## config.mk

```make
export PLATFORM = sky130hd
export DESIGN_NAME = pmrcc_top
export DESIGN_NICKNAME = d
export VERILOG_FILES = /design/src/hdl/pmrcc_pkg.sv /design/src/hdl/pmrcc_top.sv
export VERILOG_INCLUDE_DIRS = /design/src /design/src/hdl
export SDC_FILE = /design/constraint.sdc
export NUM_CORES = 1
export LEC_CHECK = 0
export ABC_AREA = 1
export BUFFER_PORTS_ARGS = -buffer_cell sky130_fd_sc_hd__buf_2
export CAP_MARGIN = 10
export CORE_MARGIN = 4
export CORE_UTILIZATION = 53
export DETAILED_ROUTE_END_ITERATION = 16
export GPL_ROUTABILITY_DRIVEN = 0
export PLACE_DENSITY = 0.73
export REMOVE_ABC_BUFFERS = 1
export SLEW_MARGIN = 20
export SYNTH_ARGS = -nofsm -noshare
export SYNTH_HDL_FRONTEND = slang
export SYNTH_SLANG_ARGS = --single-unit
```

## constraint.sdc

```tcl
create_clock -name sys_clk -period 1.7 [get_ports sys_clk]
set_clock_uncertainty 0.1 [all_clocks]
set_input_delay 0.085 -clock sys_clk [delete_from_list [all_inputs] [get_ports sys_clk]]
set_output_delay 0.085 -clock sys_clk [all_outputs]
set_load 0.1 [all_outputs]
```

## src/hdl/pmrcc_regs.svh

```systemverilog
// Offsets, field positions, reset values and timing figures of the rail and charge controller.
// Assumes a 10 MHz system clock and 32-bit APB data with word-aligned registers.
`ifndef PMRCC_REGS_SVH
`define PMRCC_REGS_SVH

// ----------------------------------------------------------------------
// Register map
// ----------------------------------------------------------------------
`define PMRCC_CTRL_OFS 12'h000
`define PMRCC_STATUS_OFS 12'h004
`define PMRCC_CTRL_INHIBIT_BIT 0
`define PMRCC_CTRL_RST 32'h0000_0000

// ----------------------------------------------------------------------
// Timing
// ----------------------------------------------------------------------
`define PMRCC_CLK_HZ 10000000
`define PMRCC_RST_DLY_MS 125
`define PMRCC_READY_MS 1
`define PMRCC_PRECHG_S 1800
`define PMRCC_CHG_S 18000
`define PMRCC_RST_DLY_CYC ((`PMRCC_RST_DLY_MS * `PMRCC_CLK_HZ) / 1000)
`define PMRCC_READY_CYC ((`PMRCC_READY_MS * `PMRCC_CLK_HZ) / 1000)
`define PMRCC_PRECHG_CYC (64'(`PMRCC_PRECHG_S) * 64'(`PMRCC_CLK_HZ))
`define PMRCC_CHG_CYC (64'(`PMRCC_CHG_S) * 64'(`PMRCC_CLK_HZ))

`endif

```

## src/hdl/pmrcc_pkg.sv

```systemverilog
// Types shared by the rail and charge controller and its bench.
// Assumes the macros of pmrcc_regs.svh for all numbers.
package pmrcc_pkg;

    // Host-side logic pins
    typedef struct packed {
        logic host_suspend;
        logic main_rail_enable;
        logic aux_rail_enable;
        logic red_led_ctrl;
        logic green_led_ctrl;
        logic blue_led_ctrl;
        logic motor_ctrl;
        logic charge_enable_n;
    } pmrcc_ctl_t;

    // Analog comparator results
    typedef struct packed {
        logic host_power_good;
        logic adapter_power_good;
        logic battery_present;
        logic system_rail_good;
        logic logic_supply_low;
        logic logic_supply_high;
        logic batt_low_v;
        logic batt_at_reg;
        logic batt_below_rch;
        logic charge_term;
    } pmrcc_ana_t;

    typedef struct packed {
        logic logic_supply_en;
        logic logic_discharge_en;
        logic second_reg_en;
        logic third_reg_en;
        logic three_volt_en;
        logic led_supply_en;
        logic boost_run;
        logic linear_run;
    } pmrcc_rail_t;

    typedef struct packed {
        logic host_suspended;
        logic host_feeds;
        logic adapter_feeds;
        logic standby;
        logic batt_low_r_switch;
        logic rails_ready;
    } pmrcc_path_t;

    // Open-drain pin: o is the driven level, oe high while pulling
    typedef struct packed {
        logic o;
        logic oe;
    } pmrcc_od_t;

    typedef struct packed {
        logic charger_on;
        logic precharge_current;
        logic charge_current_select;
        logic fault;
    } pmrcc_chg_t;

    typedef enum logic [2:0] {
        PMRCC_IDLE = 3'b000,
        PMRCC_PRE = 3'b001,
        PMRCC_FAST = 3'b010,
        PMRCC_REG = 3'b011,
        PMRCC_DONE = 3'b100,
        PMRCC_FAULT = 3'b101
    } pmrcc_chg_st_t;

endpackage : pmrcc_pkg

```

## src/hdl/pmrcc_top.sv

```systemverilog
// Rail sequencing, reset generator and charge sequencer with an APB register slave.
// Assumes host pins and comparator results may change at any time; all are synchronised here.
//
// The implementer's own choices: the APB slave port and the register offsets.
`include "pmrcc_regs.svh"

// How it works
// - Suspend input limits host current, always
// - Suspended host never feeds rails; adapter may
// - Battery-only and both enables low: standby
// - Enable high leaves standby; ready 1 ms later
// - Logic supply on with system rail; else discharge
// - Main enable switches second, three-volt, LED supply
// - Aux enable switches third regulator alone
// - External power: linear; battery only: boost
// - Suspended host counts as absent for boost
// - LED pins pull low, only with main enable
// - Motor pin pulls low while control high
// - Reset condition with 0.14 V hysteresis
// - Reset output rises late, falls at once
// - Reset condition forces switched outputs off
// - Low battery: pre-charge current, pre-charge timer
// - Pre-charge timeout: charger off, report fault
// - Current select on only for adapter alone
// - Regulation voltage moves fast charge to regulation
// - Charge timeout before termination: fault
// - Status pair encodes charge phase
// - Charge enable high halts charger
// - No charging unless power path permits
module pmrcc_top
    import pmrcc_pkg::*;
#(
    parameter int unsigned RST_DLY_CYC = `PMRCC_RST_DLY_CYC,
    parameter int unsigned READY_CYC = `PMRCC_READY_CYC,
    parameter logic [39:0] PRECHG_CYC = 40'(`PMRCC_PRECHG_CYC),
    parameter logic [39:0] CHG_CYC = 40'(`PMRCC_CHG_CYC)
) (
    input wire logic sys_clk,
    input wire logic reset_n,
    input wire logic psel,
    input wire logic penable,
    input wire logic pwrite,
    input wire logic [11:0] paddr,
    input wire logic [31:0] pwdata,
    output logic [31:0] prdata,
    output logic pready,
    output logic pslverr,
    input wire pmrcc_ctl_t ctl_pins,
    input wire pmrcc_ana_t ana_in,
    output pmrcc_rail_t rails,
    output pmrcc_path_t path,
    output pmrcc_chg_t chg,
    output pmrcc_od_t red_led_out,
    output pmrcc_od_t green_led_out,
    output pmrcc_od_t blue_led_out,
    output pmrcc_od_t motor_drive_out,
    output pmrcc_od_t charge_status_a,
    output pmrcc_od_t charge_status_b,
    output logic system_reset_n
);

    localparam int SYNC_W = $bits(pmrcc_ctl_t) + $bits(pmrcc_ana_t);

    if (RST_DLY_CYC < 2 || READY_CYC < 2 || RST_DLY_CYC > 32'h00FF_FFFF
        || READY_CYC > 32'h00FF_FFFF) begin : g_bad_dly
        $error("pmrcc_top: delay counts must lie in 2 .. 2^24-1");
    end
    if (PRECHG_CYC < 40'h2 || CHG_CYC < 40'h2) begin : g_bad_tmr
        $error("pmrcc_top: safety timer counts must be at least 2");
    end

    // ------------------------------------------------------------------
    // Input synchronisers
    // ------------------------------------------------------------------
    logic [SYNC_W-1:0] sync_in;
    logic [SYNC_W-1:0] sync1_ff;
    logic [SYNC_W-1:0] sync2_ff;

    // One flat vector keeps every generated index inside its source
    assign sync_in = {ctl_pins, ana_in};
    pmrcc_ctl_t ctl_s;
    pmrcc_ana_t ana_s;

    for (genvar i = 0; i < SYNC_W; i++) begin : g_sync
        always_ff @(posedge sys_clk or negedge reset_n) begin
            if (!reset_n) begin
                sync1_ff[i] <= 1'b0;
                sync2_ff[i] <= 1'b0;
            end else begin
                sync1_ff[i] <= sync_in[i];
                sync2_ff[i] <= sync1_ff[i];
            end
        end
    end

    assign ana_s = sync2_ff[$bits(pmrcc_ana_t)-1:0];
    assign ctl_s = sync2_ff[SYNC_W-1:$bits(pmrcc_ana_t)];

    // ------------------------------------------------------------------
    // Power path
    // ------------------------------------------------------------------
    logic host_src;
    logic ext_src;
    logic batt_only;
    logic nxt_standby;

    // a suspended host is not a source
    assign host_src = ana_s.host_power_good && !ctl_s.host_suspend;
    assign ext_src = host_src || ana_s.adapter_power_good;
    assign batt_only = !ext_src && ana_s.battery_present;
    assign nxt_standby = batt_only && !ctl_s.main_rail_enable && !ctl_s.aux_rail_enable;

    logic [23:0] ready_cnt_ff;

    always_ff @(posedge sys_clk or negedge reset_n) begin
        if (!reset_n) begin
            path <= '0;
        end else begin
            path.host_suspended <= ctl_s.host_suspend;
            path.host_feeds <= host_src;
            path.adapter_feeds <= ana_s.adapter_power_good && !host_src;
            path.standby <= nxt_standby;
            path.batt_low_r_switch <= batt_only && !nxt_standby;
            path.rails_ready <= !nxt_standby && ready_cnt_ff == 24'(READY_CYC - 1);
        end
    end

    always_ff @(posedge sys_clk or negedge reset_n) begin
        if (!reset_n) begin
            ready_cnt_ff <= '0;
        end else if (nxt_standby) begin
            ready_cnt_ff <= '0;
        end else if (ready_cnt_ff != 24'(READY_CYC - 1)) begin
            ready_cnt_ff <= ready_cnt_ff + 24'h1;
        end
    end

    // ------------------------------------------------------------------
    // Reset generator
    // ------------------------------------------------------------------
    logic rst_cond_ff;
    logic [23:0] rst_cnt_ff;

    always_ff @(posedge sys_clk or negedge reset_n) begin
        if (!reset_n) begin
            rst_cond_ff <= 1'b1;
        end else if (ana_s.logic_supply_low) begin
            rst_cond_ff <= 1'b1;
        end else if (ana_s.logic_supply_high) begin
            rst_cond_ff <= 1'b0;
        end
    end

    always_ff @(posedge sys_clk or negedge reset_n) begin
        if (!reset_n) begin
            rst_cnt_ff <= '0;
            system_reset_n <= 1'b0;
        end else if (rst_cond_ff) begin
            rst_cnt_ff <= '0;
            system_reset_n <= 1'b0;
        end else if (rst_cnt_ff != 24'(RST_DLY_CYC - 1)) begin
            rst_cnt_ff <= rst_cnt_ff + 24'h1;
        end else begin
            system_reset_n <= 1'b1;
        end
    end

    // ------------------------------------------------------------------
    // Rails and switches
    // ------------------------------------------------------------------
    logic main_on;

    assign main_on = ctl_s.main_rail_enable && !rst_cond_ff;

    always_ff @(posedge sys_clk or negedge reset_n) begin
        if (!reset_n) begin
            rails <= '0;
        end else begin
            rails.logic_supply_en <= ana_s.system_rail_good;
            rails.logic_discharge_en <= !ana_s.system_rail_good;
            rails.second_reg_en <= main_on;
            rails.three_volt_en <= main_on;
            rails.led_supply_en <= main_on;
            rails.third_reg_en <= ctl_s.aux_rail_enable && !rst_cond_ff;
            rails.linear_run <= main_on && ext_src;
            rails.boost_run <= main_on && !ext_src;
        end
    end

    // Open-drain pins only ever drive low
    assign red_led_out.o = 1'b0;
    assign green_led_out.o = 1'b0;
    assign blue_led_out.o = 1'b0;
    assign motor_drive_out.o = 1'b0;
    assign charge_status_a.o = 1'b0;
    assign charge_status_b.o = 1'b0;

    always_ff @(posedge sys_clk or negedge reset_n) begin
        if (!reset_n) begin
            red_led_out.oe <= 1'b0;
            green_led_out.oe <= 1'b0;
            blue_led_out.oe <= 1'b0;
            motor_drive_out.oe <= 1'b0;
        end else begin
            red_led_out.oe <= ctl_s.red_led_ctrl && ctl_s.main_rail_enable;
            green_led_out.oe <= ctl_s.green_led_ctrl && ctl_s.main_rail_enable;
            blue_led_out.oe <= ctl_s.blue_led_ctrl && ctl_s.main_rail_enable;
            motor_drive_out.oe <= ctl_s.motor_ctrl;
        end
    end

    // ------------------------------------------------------------------
    // Charge sequencer
    // ------------------------------------------------------------------
    logic inhibit_ff;
    logic chg_ok;
    logic rch_armed_ff;
    logic pre_exp;
    logic chg_exp;
    logic [39:0] pre_cnt_ff;
    logic [39:0] chg_cnt_ff;
    pmrcc_chg_st_t st_ff;
    pmrcc_chg_st_t nxt_st;

    // enable pin, power path and software inhibit
    assign chg_ok = ext_src && !ctl_s.charge_enable_n && !inhibit_ff;
    assign pre_exp = pre_cnt_ff == PRECHG_CYC - 40'h1;
    assign chg_exp = chg_cnt_ff == CHG_CYC - 40'h1;

    always_comb begin
        nxt_st = st_ff;
        unique case (st_ff)
            PMRCC_IDLE: begin
                if (chg_ok) begin
                    nxt_st = ana_s.batt_low_v ? PMRCC_PRE : PMRCC_FAST;
                end
            end
            PMRCC_PRE: begin
                if (!chg_ok) begin
                    nxt_st = PMRCC_IDLE;
                end else if (pre_exp) begin
                    nxt_st = PMRCC_FAULT;
                end else if (!ana_s.batt_low_v) begin
                    nxt_st = PMRCC_FAST;
                end
            end
            PMRCC_FAST, PMRCC_REG: begin
                if (!chg_ok) begin
                    nxt_st = PMRCC_IDLE;
                end else if (chg_exp) begin
                    nxt_st = PMRCC_FAULT;
                end else if (st_ff == PMRCC_REG && ana_s.charge_term) begin
                    nxt_st = PMRCC_DONE;
                end else if (ana_s.batt_at_reg) begin
                    nxt_st = PMRCC_REG;
                end
            end
            PMRCC_DONE: begin
                if (!chg_ok || ana_s.batt_below_rch) begin
                    nxt_st = PMRCC_IDLE;
                end
            end
            PMRCC_FAULT: begin
                // Cleared by a charge enable toggle or a recharge-level drop
                if (ctl_s.charge_enable_n || (rch_armed_ff && ana_s.batt_below_rch)) begin
                    nxt_st = PMRCC_IDLE;
                end
            end
            default: begin
                nxt_st = PMRCC_IDLE;
            end
        endcase
    end

    always_ff @(posedge sys_clk or negedge reset_n) begin
        if (!reset_n) begin
            st_ff <= PMRCC_IDLE;
        end else begin
            st_ff <= nxt_st;
        end
    end

    // A recharge-level drop clears a fault only after the battery was seen above recharge level
    always_ff @(posedge sys_clk or negedge reset_n) begin
        if (!reset_n) begin
            rch_armed_ff <= 1'b0;
        end else if (st_ff != PMRCC_FAULT) begin
            rch_armed_ff <= 1'b0;
        end else if (!ana_s.batt_below_rch) begin
            rch_armed_ff <= 1'b1;
        end
    end

    // pre-charge timer runs in pre-charge only
    always_ff @(posedge sys_clk or negedge reset_n) begin
        if (!reset_n) begin
            pre_cnt_ff <= '0;
        end else if (st_ff == PMRCC_PRE && !pre_exp) begin
            pre_cnt_ff <= pre_cnt_ff + 40'h1;
        end else if (st_ff != PMRCC_PRE) begin
            pre_cnt_ff <= '0;
        end
    end

    // charge timer spans fast and regulation phases
    always_ff @(posedge sys_clk or negedge reset_n) begin
        if (!reset_n) begin
            chg_cnt_ff <= '0;
        end else if ((st_ff == PMRCC_FAST || st_ff == PMRCC_REG) && !chg_exp) begin
            chg_cnt_ff <= chg_cnt_ff + 40'h1;
        end else if (st_ff != PMRCC_FAST && st_ff != PMRCC_REG) begin
            chg_cnt_ff <= '0;
        end
    end

    always_ff @(posedge sys_clk or negedge reset_n) begin
        if (!reset_n) begin
            chg <= '0;
            charge_status_a.oe <= 1'b0;
            charge_status_b.oe <= 1'b0;
        end else begin
            chg.charger_on <= nxt_st == PMRCC_PRE || nxt_st == PMRCC_FAST
                || nxt_st == PMRCC_REG;
            chg.precharge_current <= nxt_st == PMRCC_PRE;
            chg.fault <= nxt_st == PMRCC_FAULT;
            chg.charge_current_select <= ana_s.adapter_power_good && !ana_s.host_power_good;
            charge_status_a.oe <= nxt_st == PMRCC_PRE || nxt_st == PMRCC_FAST
                || nxt_st == PMRCC_REG;
            charge_status_b.oe <= nxt_st == PMRCC_PRE || nxt_st == PMRCC_DONE;
        end
    end

    // ------------------------------------------------------------------
    // APB slave, zero wait states
    // ------------------------------------------------------------------
    logic hit_ctrl;
    logic hit_stat;

    assign hit_ctrl = paddr == `PMRCC_CTRL_OFS;
    assign hit_stat = paddr == `PMRCC_STATUS_OFS;
    assign pready = 1'b1;

    always_ff @(posedge sys_clk or negedge reset_n) begin
        if (!reset_n) begin
            inhibit_ff <= 1'(`PMRCC_CTRL_RST >> `PMRCC_CTRL_INHIBIT_BIT);
        end else if (psel && penable && pwrite && hit_ctrl) begin
            inhibit_ff <= pwdata[`PMRCC_CTRL_INHIBIT_BIT];
        end
    end

    // Read data is staged in the setup cycle so the access cycle answers at once
    always_ff @(posedge sys_clk or negedge reset_n) begin
        if (!reset_n) begin
            prdata <= '0;
            pslverr <= 1'b0;
        end else if (psel && !penable) begin
            pslverr <= !hit_ctrl && !hit_stat;
            if (!pwrite && hit_ctrl) begin
                prdata <= {31'h0, inhibit_ff};
            end else if (!pwrite && hit_stat) begin
                prdata <= {16'h0, 5'h0, st_ff, rst_cond_ff, system_reset_n,
                    path.standby, path.rails_ready, path.host_feeds,
                    path.adapter_feeds, chg.fault, ctl_s.host_suspend};
            end else begin
                prdata <= '0;
            end
        end
    end
endmodule : pmrcc_top

```

==> summary.txt <==
Status: finished, violations left
Failing checks: setup timing
Crit-path slowest cell: dfrtp_1
Top-area cell type share of the netlist area: 0.4968
Final wirelength: 34790 microns
Crit Path Max Fanout: 5
Die area: 0.02158 sq mm
Power Dens Cells: 767.2 mW/mm^2
Via density: 5.648
Worst Path Required: 2000 ps
Via count: 10870
#FFs+latches synth: 204
Initial DRC Count: 1072
Skew-Pair Late Insertion Delay: 520 ps
Post-synth EDFFs: 0
Maximum clock frequency: 522.0 MHz
Iteration count of the initial detailed-routing pass: 6
Post-synthesis sequential area ratio: 0.4993
Ys async rst share: 1.000
Starting Density: 0.5431
CP endpoint kind: flip-flop
Min Hold Slack: 66.19 ps
Setup TNS: -5233 ps
Max-cap violation count: 0
Vias in the first global route: 10280
Final max-slew violation count: 0
Crit path largest cell delay: 370 ps
Hpwl dp: 19970 microns
Grt ovf: 0
Synth area leaders: dfrtp_1 (50%), nand2_1 (9.4%), nor2_1 (7.3%)
Synth top cells by count: nand2_1 (257), dfrtp_1 (203), nor2_1 (200)
Core ar.: 0.01883 sq mm
Netlist Area Pre-Place: 0.01023 sq mm
Final Power: 11.77 mW
Rel. slew slack: 0.6501
Ratio of cells with drive above 1 in the final layout: 0.4077
Die Ht: 146.9 microns
Cell breakdown of the critical path: ha_2 > inv_2 > nor2_4 > nand2_4 > nor2_4 > nand3_4 > nand2_2 > nand3_2 > nand2_2 > nor2_2 > nand3_1 > nand2_1
Root Buffer: clkbuf_16
Layout Nets: 1720
Mean Syn Cell Area: 7.970 sq um
Leak: 7.043 nW
Worst-path clk slew: 60 ps
Final Cycle Share: 1.127
R2r setup slk: -220 ps
TritonCTS sink count: 204
Number of port buffers: 72
Most frequent cell after synthesis: nand2_1
Dpl cell area: 0.01221 sq mm
Peak VDD IR: 0.0009150 V
Arrival time worst endpoint: 2220 ps
First-pass GRT wire length: 49000 microns
Core Util, Final: 0.8147
Fillers: 1077
P&R area growth vs syn: 50.02%
Unique masters post-synth: 50
Synth Instances: 1283
Final worst setup slack: -215.7 ps
Initial antenna violation count: 1
Number of I/O pins: 132
Htree depth: 1
Crit path launch type: flip-flop
CTS Buf Count: 23
Drt drc: 0
Total track usage: 0.2737
Area leader, netlist: dfrtp_1
Die Wd: 146.9 microns
Largest net degree at the start of global routing: 55
Minimum clock period: 1916 ps
Clock buffer depth: 3
Finished Cell Area: 0.01534 sq mm
Final setup vio count: 77
CTS tree: yes
Standard-cell rows: 50
Antenna Nets Post-Route: 0
Synth warnings: 0
HP Class: in -> async
Tightest Pin Transition: 528.5 ps
Routed WL per cell: 18.08 microns
Synth Flop Type: dfrtp_1
RSZ-0062 raised after global routing: yes
Critical path class: reg -> reg
Final Hold Vio Count: 0
==> layout by cell type (no fill, tap or decap), types with 5 or more instances in the layout <==
cell and instances:
buf_4 219, nand2_1 196, dfrtp_1 194, nor2_1 142, inv_1 125, buf_2 71, a21oi_1 56, nand2_2 51
nor2_4 41, nand3_1 38, nor2_2 33, buf_6 33, nor3_1 32, nand4_1 28, conb_1 28, dlygate4sd3_1 28
inv_2 25, xor2_1 25, o21ai_1 25, clkbuf_16 24, o21ai_0 23, nor3_2 22, nand3_2 19, nand2_4 14
o21ai_2 12, nor3_4 12, nor4_2 12, a21oi_2 12, a31oi_1 10, dfrtp_2 9, nand3_4 8, inv_4 8
buf_12 8, nor4_1 6, o31ai_1 6, clkbuf_8 5
==> kinds of logic (layout without fill, tap and decap cells) <==
kind of cell / count (synthesis) / in the layout / synth area share
compound gates: 163 / 163 / 0.08773
xor+xnor: 28 / 28 / 0.02398
fa+ha+maj: 4 / 4 / 0.004894
buf+inv: 206 / 560 / 0.08785
flops: 204 / 204 / 0.4993
other cells: 2 / 29 / 0.0007344
simple gates: 676 / 676 / 0.2955
==> registers in the layout (all words and copies together) (netlist names), 3 cells and up <==
| signal | count |
|---|---|
| chg_cnt_ff | 40 |
| pre_cnt_ff | 40 |
| ready_cnt_ff | 24 |
| rst_cnt_ff | 24 |
| sync1_ff | 18 |
| prdata | 11 |
| ana_s | 10 |
| ctl_s | 8 |
| path | 6 |
| rails | 6 |
| chg | 3 |
| st_ff | 3 |
==> per-layer routing <==
metal,up-vias,global-route usage,share of wire
met5,-,0,0
met4,0,0.1342,0.065
met3,213,0.04195,0.064
met2,574,0.4655,0.50
met1,5211,0.3425,0.37
li1,4868,-,-
==> worst max-delay path: cells and delay by family, from the launching register on <==
family | cells | cell delay, ps
buffers and inverters | 1 | 60
adder cells (fa/ha/maj) | 1 | 210
flip-flops | 1 | 370
AND/OR/NAND/NOR | 10 | 1060
==> path summary, 6_finish.rpt <==
kind,from,endpoint,cells past startpoint
setup / recovery,pre_cnt_ff[0],charge_status_b[0],12
setup reg to reg,pre_cnt_ff[0],charge_status_b[0],12
hold / removal,reset_n,chg_cnt_ff[7],3
max in group asynchronous,reset_n,pre_cnt_ff[18],3
min in group sys_clk,paddr[2],pslverr,6
hold reg to reg,sync1_ff[11],ctl_s[1],0
==> power breakdown <==
part	switching [mW]	total [mW]	internal [mW]
clock	2.04	5.15	3.10
sequential	0.130	5.14	5.01
combinational	0.999	1.48	0.483
==> final cells by class <==
cell class                 instances  area (sq um)  area share
clock buffer                      28         634.4     0.04135
antenna                            1         2.502   0.0001631
tap                              260         325.3     0.02121
sequential                       204          5117      0.3336
multi-input combinational        899          5638      0.3675
clock inverter                    11         143.9    0.009379
inverter                         160         629.4     0.04102
timing repair buffer             361          2850      0.1858
==> through the flow <==
stage          cells  setup slack [ps]
6_report        1924            -215.7
4_1_cts         1879            -96.07
3_3_place_gp    1785            -151.1
3_5_place_dp    1785            -229.0
5_1_grt         1924            -267.2
2_1_floorplan   1263            -559.2
==> timing repair <==
| action | in CTS | in global routing |
|---|---|---|
| resized for setup | 147 | 280 |
| buffers inserted | 26 | 47 |
| pin swaps | 50 | 91 |
| endpoints found under the setup margin | 109 | 129 |
| endpoints found under the hold margin | 235 | 0 |
| hold buffers | 29 | 0 |
| cloned | 0 | 1 |
Note: power is estimated with default switching activity, not from simulation.
